[config.mk]
export PLATFORM = sky130hd
export DESIGN_NAME = uirs_channel
export DESIGN_NICKNAME = d
export VERILOG_FILES = /design/src/common/uirs_pkg.sv /design/src/logic/uirs_fifo.sv /design/src/logic/uirs_channel.sv
export SDC_FILE = /design/constraint.sdc
export NUM_CORES = 1
export LEC_CHECK = 0
export ABC_CLOCK_PERIOD_IN_PS = 8200
export BUFFER_PORTS_ARGS = -buffer_cell sky130_fd_sc_hd__buf_2
export CORE_UTILIZATION = 31
export DETAILED_ROUTE_END_ITERATION = 12
export GPL_TIMING_DRIVEN = 0
export HOLD_SLACK_MARGIN = 0.1
export SLEW_MARGIN = 20
export SYNTH_ARGS = -nofsm -noshare
export SYNTH_HDL_FRONTEND = slang
export SYNTH_HIERARCHICAL = 1
export SYNTH_SLANG_ARGS = --single-unit
[constraint.sdc]
create_clock -name ref_clk -period 8.2 [get_ports ref_clk]
set_input_delay 0.41 -clock ref_clk [delete_from_list [all_inputs] [get_ports ref_clk]]
set_output_delay 0.41 -clock ref_clk [all_outputs]
set_load 0.02 [all_outputs]
[src/common/uirs_pkg.sv]
// uirs_pkg: constants for one uart channel's auxiliary modes and decode.
// assumes 8-bit host data bus with three address lines per channel.
package uirs_pkg;
    // ********************************************************
    // register offsets
    // ********************************************************
    localparam logic [2:0] OFS_DATA = 3'h0;
    localparam logic [2:0] OFS_IEN = 3'h1;
    localparam logic [2:0] OFS_ISTAT = 3'h2;
    localparam logic [2:0] OFS_LCTL = 3'h3;
    localparam logic [2:0] OFS_MCTL = 3'h4;
    localparam logic [2:0] OFS_LSTAT = 3'h5;
    localparam logic [2:0] OFS_MSTAT = 3'h6;
    localparam logic [2:0] OFS_SCRATCH = 3'h7;
    localparam logic [7:0] ENH_KEY = 8'hBF;
    // ********************************************************
    // field positions
    // ********************************************************
    localparam int DIV_ACCESS_POS = 7;
    localparam int IR_ENABLE_POS = 6;
    localparam int LOOPBACK_POS = 4;
    localparam int SLEEP_EN_POS = 4;
    localparam int RX_INVERT_POS = 2;
    localparam int LEVEL_SEL_POS = 6;
    localparam int NO_INT_POS = 0;
    localparam int LSR_DR_POS = 0;
    localparam int LSR_THRE_POS = 5;
    localparam int LSR_TEMT_POS = 6;
    // ********************************************************
    // reset values and timing
    // ********************************************************
    localparam logic [7:0] ZERO_RESET = 8'h00;
    localparam logic [7:0] ISTAT_IDLE = 8'h01;
    localparam logic [7:0] LCTL_RESET = 8'h03;
    localparam int OVERSAMPLE = 16;
    localparam int IR_PULSE_SIXTEENTHS = 3;
    localparam int WAKE_SETTLE_US = 100;
    localparam int CLK_MHZ = 10;
    localparam int WAKE_SETTLE_CYC = WAKE_SETTLE_US * CLK_MHZ;
    localparam int FIFO_DEPTH = 32;
endpackage

[src/logic/uirs_fifo.sv]
// uirs_fifo: width/depth parameterised fifo with valid/ready both sides.
// assumes single clock, depth a power of two.
`timescale 1ns/1ns
`default_nettype none
module uirs_fifo #(
    parameter int WIDTH = 8,
    parameter int DEPTH = 32
) (
    input wire logic ref_clk,
    input wire logic rst,
    input wire logic inValid,
    output logic inReady,
    input wire logic [WIDTH-1:0] inData,
    output logic outValid,
    input wire logic outReady,
    output logic [WIDTH-1:0] outData,
    output logic [$clog2(DEPTH):0] level
);
    localparam int AW = $clog2(DEPTH);
    logic [WIDTH-1:0] mem [DEPTH];
    logic [AW-1:0] wrPtr;
    logic [AW-1:0] rdPtr;
    logic doWrite;
    logic doRead;
    assign inReady = (level != (AW+1)'(DEPTH));
    assign outValid = (level != '0);
    assign outData = mem[rdPtr];
    assign doWrite = inValid && inReady;
    assign doRead = outValid && outReady;
    // storage has no reset, pointers do
    always_ff @(posedge ref_clk) begin
        if (doWrite) begin
            mem[wrPtr] <= inData;
        end
    end
    always_ff @(posedge ref_clk or posedge rst) begin
        if (rst) begin
            wrPtr <= '0;
            rdPtr <= '0;
            level <= '0;
        end else begin
            if (doWrite) begin
                wrPtr <= wrPtr + 1'b1;
            end
            if (doRead) begin
                rdPtr <= rdPtr + 1'b1;
            end
            level <= level + (AW+1)'(doWrite) - (AW+1)'(doRead);
        end
    end
endmodule
`default_nettype wire

[src/logic/uirs_channel.sv]
// uirs_channel: decode, infrared codec, loopback and sleep of a channel.
// assumes an async 8-bit host bus; oscillator gating is modelled by an
// osc enable output and a settle counter.
// How it works
// - ir transmit sends high pulse 3/16 bit wide per zero bit
// - ir codec only enabled while modem_control bit 6 is one
// - ir mode: tx idles low, rx treated idle low
// - ir decoder returns one for each sensed light pulse
// - feature_control bit 2 inverts ir receive input first
// - sleep needs no irq, sleep enable, no modem deltas, rx high
// - asleep, oscillator halts and osc output pin stops
// - wake on rx start edge, tx write, or modem input change
// - falls back to sleep once all interrupts are cleared
// - sleep recurs until interrupt_enable bit 4 cleared
// - modem_control bit 4 selects internal loopback
// - loopback feeds transmit shift out into receive input
// - loopback: tx pin mark, rts/dtr off, modem inputs ignored
// - offset 0, divisor access clear: rx/tx holding register
// - divisor access set, not key: offsets 0/1 divisor bytes
// - zero divisor: offsets 0/1 read revision and ident codes
// - key value maps every offset except 3 to enhanced bank
// - offset 7: scratch or level count / mode select by fctr6
// - offset 2 reads interrupt status, writes fifo control
// - line_control at offset 3 reachable from every bank
// - fifo status read whenever fifo_status_select_n is low
`timescale 1ns/1ns
`default_nettype none
module uirs_channel import uirs_pkg::*; #(
    parameter logic [7:0] REVISION = 8'h01, // arbitrary value
    parameter logic [7:0] IDENT = 8'h5A, // arbitrary value
    parameter int SETTLE_CYC = WAKE_SETTLE_CYC,
    parameter int FIFO_WORDS = FIFO_DEPTH
) (
    input wire logic ref_clk,
    input wire logic rst,
    input wire logic chan_a_select_n,
    input wire logic read_strobe_n,
    input wire logic write_strobe_n,
    input wire logic fifo_status_select_n,
    input wire logic [2:0] addr,
    input wire logic [7:0] dataIn,
    output logic [7:0] dataOut,
    output logic dataOutEnable,
    input wire logic rxPin,
    output logic txPin,
    input wire logic ctsPin_n,
    input wire logic dsrPin_n,
    input wire logic carrier_detect_n,
    input wire logic ring_indicate_n,
    output logic rtsPin_n,
    output logic dtrPin_n,
    input wire logic othersSleepReady,
    output logic sleepReady,
    output logic oscEnable,
    output logic asleep
);
    // ********************************************************
    // pin synchronisers
    // ********************************************************
    logic [7:0] syncA;
    logic [7:0] syncB;
    always_ff @(posedge ref_clk or posedge rst) begin
        if (rst) begin
            syncA <= 8'hFF;
            syncB <= 8'hFF;
        end else begin
            syncA <= {chan_a_select_n, read_strobe_n, write_strobe_n,
                      fifo_status_select_n, ctsPin_n, dsrPin_n,
                      carrier_detect_n, ring_indicate_n};
            syncB <= syncA;
        end
    end
    logic rxSync1;
    logic rxSync2;
    always_ff @(posedge ref_clk or posedge rst) begin
        if (rst) begin
            rxSync1 <= 1'b1;
            rxSync2 <= 1'b1;
        end else begin
            rxSync1 <= rxPin;
            rxSync2 <= rxSync1;
        end
    end
    logic [10:0] hostA;
    logic [10:0] hostB;
    always_ff @(posedge ref_clk or posedge rst) begin
        if (rst) begin
            hostA <= 11'h000;
            hostB <= 11'h000;
        end else begin
            hostA <= {addr, dataIn}; // held steady across the strobe
            hostB <= hostA;
        end
    end
    logic [7:0] busIn;
    logic [2:0] addrS;
    assign {addrS, busIn} = hostB;
    logic selN;
    logic rdN;
    logic wrN;
    logic fsN;
    logic [3:0] modemPins;
    assign {selN, rdN, wrN, fsN} = syncB[7:4];
    assign modemPins = syncB[3:0];
    // ********************************************************
    // strobe edges
    // ********************************************************
    logic rdPrev;
    logic wrPrev;
    logic rdPulse;
    logic wrPulse;
    logic wrFall;
    logic running;
    always_ff @(posedge ref_clk or posedge rst) begin
        if (rst) begin
            rdPrev <= 1'b1;
            wrPrev <= 1'b1;
        end else begin
            rdPrev <= rdN | selN;
            wrPrev <= wrN | selN;
        end
    end
    // act on the falling edge only; logic idles until clock settles
    assign rdPulse = rdPrev && !(rdN | selN) && running;
    assign wrFall = wrPrev && !(wrN | selN);
    assign wrPulse = wrFall && running;
    // ********************************************************
    // registers
    // ********************************************************
    logic [7:0] interrupt_enable;
    logic [7:0] line_control;
    logic [7:0] modem_control;
    logic [7:0] fifo_control;
    logic [7:0] scratch_pad;
    logic [7:0] divisor_low;
    logic [7:0] divisor_high;
    logic [7:0] feature_control;
    logic [7:0] enhanced_function;
    logic [7:0] fifo_trigger_level;
    logic [7:0] enhanced_mode_select;
    logic [7:0] flowChar [4];
    logic enhBank;
    logic divBank;
    assign enhBank = (line_control == ENH_KEY);
    assign divBank = line_control[DIV_ACCESS_POS] && !enhBank;
    logic irOn;
    logic loopOn;
    assign irOn = modem_control[IR_ENABLE_POS];
    assign loopOn = modem_control[LOOPBACK_POS];
    // host writes, decoded by bank then offset
    always_ff @(posedge ref_clk or posedge rst) begin
        if (rst) begin
            interrupt_enable <= ZERO_RESET;
            line_control <= LCTL_RESET;
            modem_control <= ZERO_RESET;
            fifo_control <= ZERO_RESET;
            scratch_pad <= ZERO_RESET;
            divisor_low <= ZERO_RESET;
            divisor_high <= ZERO_RESET;
            feature_control <= ZERO_RESET;
            enhanced_function <= ZERO_RESET;
            fifo_trigger_level <= ZERO_RESET;
            enhanced_mode_select <= ZERO_RESET;
            flowChar <= '{default: ZERO_RESET};
        end else if (wrPulse) begin
            if (addrS == OFS_LCTL) begin
                line_control <= busIn;
            end else if (enhBank) begin
                case (addrS)
                    OFS_DATA: fifo_trigger_level <= busIn;
                    OFS_IEN: feature_control <= busIn;
                    OFS_ISTAT: enhanced_function <= busIn;
                    default: flowChar[addrS[1:0]] <= busIn;
                endcase
            end else if (divBank && addrS == OFS_DATA) begin
                divisor_low <= busIn;
            end else if (divBank && addrS == OFS_IEN) begin
                divisor_high <= busIn;
            end else begin
                case (addrS)
                    OFS_IEN: interrupt_enable <= busIn;
                    OFS_ISTAT: fifo_control <= busIn;
                    OFS_MCTL: modem_control <= busIn;
                    OFS_SCRATCH: begin
                        if (feature_control[LEVEL_SEL_POS]) begin
                            enhanced_mode_select <= busIn;
                        end else begin
                            scratch_pad <= busIn;
                        end
                    end
                    default: ;
                endcase
            end
        end
    end
    logic txWrite;
    assign txWrite = wrFall && addrS == OFS_DATA && !enhBank // kept asleep
                     && !line_control[DIV_ACCESS_POS];
    // ********************************************************
    // data path: tx fifo and simple shifter
    // ********************************************************
    logic txOutValid;
    logic txOutReady;
    logic [7:0] txOutData;
    logic [5:0] txLevel;
    logic [3:0] baudCnt;
    logic [3:0] bitIdx;
    logic [9:0] shiftReg;
    logic shifting;
    logic serialTx;
    logic [7:0] rxHold;
    logic rxReady;
    uirs_fifo #(.WIDTH(8), .DEPTH(FIFO_WORDS)) txFifo (
        .ref_clk(ref_clk),
        .rst(rst),
        .inValid(txWrite),
        .inReady(),
        .inData(busIn),
        .outValid(txOutValid),
        .outReady(txOutReady),
        .outData(txOutData),
        .level(txLevel)
    );
    // shifter stalls the fifo while busy, so it really fills
    assign txOutReady = !shifting && running;
    assign serialTx = shifting ? shiftReg[0] : 1'b1;
    always_ff @(posedge ref_clk or posedge rst) begin
        if (rst) begin
            shifting <= 1'b0;
            shiftReg <= 10'h3FF;
            baudCnt <= 4'h0;
            bitIdx <= 4'h0;
        end else if (txOutValid && txOutReady) begin
            shifting <= 1'b1;
            shiftReg <= {1'b1, txOutData, 1'b0};
            baudCnt <= 4'h0;
            bitIdx <= 4'h0;
        end else if (shifting) begin
            baudCnt <= baudCnt + 4'h1; // one bit = 16 clocks here
            if (baudCnt == 4'(OVERSAMPLE - 1)) begin
                shiftReg <= {1'b1, shiftReg[9:1]};
                bitIdx <= bitIdx + 4'h1;
                if (bitIdx == 4'h9) begin
                    shifting <= 1'b0;
                end
            end
        end
    end
    // ********************************************************
    // infrared codec and loopback steering
    // ********************************************************
    logic irTx;
    assign irTx = shifting && !serialTx
                  && baudCnt < 4'(IR_PULSE_SIXTEENTHS);
    logic irRxBit;
    // light pulse (high) reads as a one; dark idle low reads as zero
    assign irRxBit = rxSync2 ^ feature_control[RX_INVERT_POS];
    logic rxStream;
    assign rxStream = loopOn ? serialTx : (irOn ? irRxBit : rxSync2);
    // tiny receive: in loopback only, capture the looped serial bit stream into a byte
    logic [7:0] rxShift;
    logic rxPrevBit;
    always_ff @(posedge ref_clk or posedge rst) begin
        if (rst) begin
            rxShift <= ZERO_RESET;
            rxHold <= ZERO_RESET;
            rxReady <= 1'b0;
            rxPrevBit <= 1'b1;
        end else begin
            rxPrevBit <= rxStream;
            if (loopOn && shifting && baudCnt == 4'(OVERSAMPLE / 2)
                && bitIdx > 4'h0 && bitIdx < 4'h9) begin
                rxShift <= {rxStream, rxShift[7:1]};
            end
            if (loopOn && shifting && bitIdx == 4'h9
                && baudCnt == 4'(OVERSAMPLE / 2)) begin
                rxHold <= rxShift;
                rxReady <= 1'b1;
            end else if (rdPulse && addrS == OFS_DATA && !enhBank
                         && !line_control[DIV_ACCESS_POS]) begin
                rxReady <= 1'b0;
            end
        end
    end
    // ********************************************************
    // modem status with deltas
    // ********************************************************
    logic [3:0] modemNow;
    logic [3:0] modemPrev;
    logic [3:0] modemDelta;
    // loopback: outputs wrap to inputs, pins ignored
    assign modemNow = loopOn
        ? {modem_control[3], modem_control[2],
           modem_control[0], modem_control[1]}
        : ~{modemPins[1], modemPins[0], modemPins[2], modemPins[3]};
    logic msRead;
    assign msRead = rdPulse && addrS == OFS_MSTAT && !enhBank
                    && !line_control[DIV_ACCESS_POS];
    always_ff @(posedge ref_clk or posedge rst) begin
        if (rst) begin
            modemPrev <= 4'h0;
            modemDelta <= 4'h0;
        end else begin
            modemPrev <= modemNow;
            // a change in the read cycle still sets the delta
            modemDelta <= (msRead ? 4'h0 : modemDelta)
                          | (modemNow ^ modemPrev);
        end
    end
    // ********************************************************
    // interrupt status and sleep control
    // ********************************************************
    logic [7:0] intStatus;
    logic intPending;
    assign intPending = (rxReady && interrupt_enable[0])
                        || (modemDelta != 4'h0 && interrupt_enable[3]);
    assign intStatus = intPending ? 8'h04 : ISTAT_IDLE;
    logic next_sleepReady;
    assign next_sleepReady = intStatus[NO_INT_POS]
        && interrupt_enable[SLEEP_EN_POS]
        && modemDelta == 4'h0 && rxSync2 && txLevel == '0
        && !shifting;
    logic wakeEvent;
    assign wakeEvent = txWrite || (rxPrevBit && !rxSync2 && !loopOn)
                       || (modemNow != modemPrev);
    typedef enum {S_RUN, S_SLEEP, S_SETTLE} uirs_state_type;
    uirs_state_type state;
    logic [$clog2(SETTLE_CYC+1)-1:0] settleCnt;
    assign running = (state == S_RUN);
    // sleep falls in whenever conditions hold again
    always_ff @(posedge ref_clk or posedge rst) begin
        if (rst) begin
            state <= S_RUN;
            settleCnt <= '0;
        end else begin
            case (state)
                S_RUN: begin
                    if (next_sleepReady && othersSleepReady) begin
                        state <= S_SLEEP;
                    end
                end
                S_SLEEP: begin
                    if (wakeEvent || !interrupt_enable[SLEEP_EN_POS]) begin
                        state <= S_SETTLE;
                        settleCnt <= '0;
                    end
                end
                S_SETTLE: begin
                    settleCnt <= settleCnt + 1'b1;
                    if (settleCnt == ($bits(settleCnt))'(SETTLE_CYC - 1)) begin
                        state <= S_RUN;
                    end
                end
                default: state <= S_RUN;
            endcase
        end
    end
    // ********************************************************
    // read mux
    // ********************************************************
    logic [7:0] lineStatus;
    logic [7:0] readMux;
    logic divZero;
    assign lineStatus = {1'b0, !shifting && txLevel == '0,
                         txLevel == '0, 4'h0, rxReady};
    assign divZero = divisor_low == 8'h00 && divisor_high == 8'h00;
    always_comb begin
        readMux = ZERO_RESET;
        if (!fsN) begin
            readMux = {7'h0, !txOutValid};
        end else if (addrS == OFS_LCTL) begin
            readMux = line_control;
        end else if (enhBank) begin
            case (addrS)
                OFS_DATA: readMux = {2'h0, txLevel};
                OFS_IEN: readMux = feature_control;
                OFS_ISTAT: readMux = enhanced_function;
                default: readMux = flowChar[addrS[1:0]];
            endcase
        end else if (divBank && addrS == OFS_DATA) begin
            readMux = divZero ? REVISION : divisor_low;
        end else if (divBank && addrS == OFS_IEN) begin
            readMux = divZero ? IDENT : divisor_high;
        end else begin
            case (addrS)
                OFS_DATA: readMux = rxHold;
                OFS_IEN: readMux = interrupt_enable;
                OFS_ISTAT: readMux = intStatus;
                OFS_MCTL: readMux = modem_control;
                OFS_LSTAT: readMux = lineStatus;
                OFS_MSTAT: readMux = {modemNow, modemDelta};
                OFS_SCRATCH: readMux = feature_control[LEVEL_SEL_POS]
                    ? {2'h0, txLevel} : scratch_pad;
                default: readMux = ZERO_RESET;
            endcase
        end
    end
    // ********************************************************
    // registered outputs
    // ********************************************************
    always_ff @(posedge ref_clk or posedge rst) begin
        if (rst) begin
            dataOut <= ZERO_RESET;
            dataOutEnable <= 1'b0;
            txPin <= 1'b1;
            rtsPin_n <= 1'b1;
            dtrPin_n <= 1'b1;
            sleepReady <= 1'b0;
            oscEnable <= 1'b1;
            asleep <= 1'b0;
        end else begin
            dataOut <= readMux;
            dataOutEnable <= !(rdN | selN) && running;
            txPin <= loopOn ? 1'b1 : (irOn ? irTx : serialTx);
            rtsPin_n <= loopOn ? 1'b1 : !modem_control[1];
            dtrPin_n <= loopOn ? 1'b1 : !modem_control[0];
            sleepReady <= next_sleepReady;
            oscEnable <= (state != S_SLEEP);
            asleep <= (state == S_SLEEP);
        end
    end
endmodule
`default_nettype wire

==> impl_metrics.yaml <==
outcome:
  outcome: "completed"
floorplan:
  dieArea_um2: 65400
  die_w_um: 256
  initial_core_util_pct: 31.5
  fp.dieH_um: 256
  ioPinCount: 38
  core-area_um2: 63300
  core.rowCount: 92
critical_path:
  critical-path-top-delay-family: "simple AND/OR/NAND/NOR gates"
  r2r-start: "wrPrev"
  cp-startpoint: "wrPrev"
  crit_type: "register to register"
  crit_path_max_incr_delay_ps: 690
  start_kind: "register"
  crit_fanout: 8
  required_ps: 8630
  cp_cell_sequence: "or3b_1 -> nor3_1 -> and2_1 -> clkbuf_1 -> inv_1 -> ha_1 -> inv_1 -> ha_1 -> a21o_1 -> a21oi_1 -> nor4b_1 -> a2111oi_0"
  crit_arrival_ps: 4240
  crit_buf_inv: 3
  crit_path_top_delay_cell: "nor3_1"
  critPathCaptureType: "register"
place:
  place_hpwl_um: 31000
  placedCellCount: 2153
  portBuffers: 37
  place_ws_ps: 4400
  place.gp.congestion: 0.898
  placed_area_um2: 21300
finish:
  finish.instance_area_um2: 23100
  nFillCells: 6020
  drive_above_1_share_pct: 28.2
  synthToLayoutAreaGrowth_pct: 15.6
  finalNonFillerCells: 2262
  nNetsFinal: 1422
  diodes: 0
logic_synthesis:
  async_flop_share_pct: 46.8
  synth_enable_flop_cells: 256
  syn_area_per_cell_um2: 15.7
  syn_nets: 1312
  synth.yosys.seq_area_share_pct: 66.9
  synthCells: 1268
  yosysWarnings: 6
  ys_types: 76
  netlist_area_um2: 20000
  ys.flop_type: "edfxtp_1"
  ys_ff_latch: 481
global_route:
  grt_pass1_wl_um: 72800
  overflow: 0
  grt_pass1_vias: 11700
  busiest_layer: "met2"
  grt_max_degree: 108
  grt_use_met2_pct: 24.4
  track_usage_pct: 14.5
  grt_antenna_before_repair: 0
  met3_usage_pct: 2.23
  grt_use_met1_pct: 19.4
timing:
  relSlewSlack_pct: 30.0
  period_share_pct: 46.4
  finalHoldViolCount: 0
  skew_ps: 24.9
  fmax_mhz: 263
  slew_viol_final: 0
  fin_crit_ps: 3810
  setup_viol: 0
  tightest_slew_ps: 1040
  setup_ws_ps: 4390
  grt_setup_unrepaired: "false"
power:
  irDropWorstVdd_uv: 162
  power_mw: 5.13
  leakage_nw: 8.60
  powerDensity_nw_per_um2: 222
clocking:
  cts_setup_buffers: 0
  root_buffer: "clkbuf_16"
  h-tree-depth: 2
  cts_max_path_buffers: 3
  clk_pin_slew_ps: 60
  clk_latency_ps: 590
  cts_buffers: 47
  clkSinkCount: 481
  cts_tree: "yes"
drt:
  drt_first_pass_iters: 7
  wl_per_cell_um: 20.9
  drcViolationCount: 0
  drt_iter0_drc: 1034
  ant_nets: 0
  wirelength_um: 47300
  viasPerCell: 5.08
  via_count: 11500
run:
  cap_violations: 0
min_path:
  hp-class: "input port to asynchronous set/reset pin"
[stage by stage]
stage	setup TNS (ps)	utilization, %	hold slack, ps
after detailed placement	0	33.6	335
final	0	36.4	317
after CTS	0	36.4	303
after global routing	0	36.4	310
after global placement	-37910	33.5	332
after floorplan	0	-	324
[tightest hold or removal path, delay by kind of cell]
| kind | cells | cell delay [ps] |
|---|---|---|
| buf+inv | 3 | 840 |
[cell usage in the layout (no fill, tap or decap), types with 23 or more instances in the layout]
cell,synthesis,layout
clkbuf_16,0,47
nor2_1,86,86
clkbuf_1,31,42
inv_1,24,23
nand2_1,53,53
mux2_2,118,118
mux4_2,71,71
o22ai_1,46,46
dfrtp_1,189,181
edfxtp_1,256,256
dfstp_2,36,36
buf_2,15,52
o21ai_0,31,31
[synth_stat cells, drive strengths merged (8+ instances only)]
master    n  share of area, %
nand3    18              0.48
nor2     88               1.7
nor2b    17              0.53
dfrtp   189                24
o22ai    46               1.4
clkbuf   31              0.58
mux2    120               6.8
dfstp    36               4.7
edfxtp  256                39
nor4     19              0.93
nand4    14              0.44
nor3     20              0.53
o21ai    32              0.80
nand2b    8              0.25
or3       9              0.31
a21oi    22              0.55
xnor2    11              0.48
nand2    55               1.1
xor2      8              0.35
mux2i    13              0.65
ha       20               1.3
mux4     71               8.0
a31oi    11              0.38
inv      24              0.45
nand3b   10              0.38
buf      33               1.1
[cell type report]
| class | instances | area [um^2] | share of cell area, % |
|---|---|---|---|
| repair buffers | 61 | 460 | 2.00 |
| clock inverters | 22 | 263 | 1.14 |
| clock buffers | 65 | 1310 | 5.67 |
| well taps | 846 | 1060 | 4.59 |
| inverters | 24 | 97.6 | 0.423 |
| plain buffers | 64 | 337 | 1.46 |
| flip-flops and latches | 481 | 13400 | 58.0 |
| multi-input cells | 699 | 6170 | 26.8 |
[layer usage]
layer,part of all wire [%],vias up
met5,0,-
li1,-,5087
met1,43,5984
met4,2.2,0
met3,5.4,73
met2,50,344
[worst paths after layout]
path	end	slack [ps]	cells after the start
max	txFifo/level[5]	4390	12
min	hostB[6]	320	3
max reg2reg	txFifo/level[5]	4390	12
min reg2reg	hostB[7]	340	0
max in group asynchronous	rxSync2	6690	5
min in group ref_clk	hostB[7]	340	0
[where the power goes]
group / internal, mW / switching [mW]
combinational: 0.111 / 0.178
clock: 1.28 / 0.909
sequential: 2.59 / 0.0620
[flip-flops by register name (all words and copies together), names as in the netlist, 5 cells and up]
register           count
txFifo/mem           256
flowChar              32
hostA                 11
hostB                 11
settleCnt             10
shiftReg               9
dataOut                8
divisor_high           8
divisor_low            8
enhanced_function      8
feature_control        8
interrupt_enable       8
line_control           8
modem_control          8
rxHold                 8
rxShift                8
scratch_pad            8
syncA                  8
syncB                  8
txFifo/level           6
txFifo/rdPtr           5
txFifo/wrPtr           5
[what timing repair did]
item | 4_1_cts | 5_1_grt
hold buffers | 22 | 0
hold endpoints to repair | 51 | 0
resized for setup | 0 | 0
[kinds of logic (layout without fill, tap and decap cells)]
group	Yosys count	in the layout	share of synthesized area, %
AND/OR/NAND/NOR	293	293	7.97
buffers and inverters	88	236	2.14
AO/OA/AOI/OAI	162	162	5.30
XOR/XNOR	19	19	0.834
flip-flops	481	481	66.9
adder cells (fa/ha/maj)	21	21	1.35
multiplexers	204	204	15.5
No activity file was read; power rests on OpenSTA's default activity.
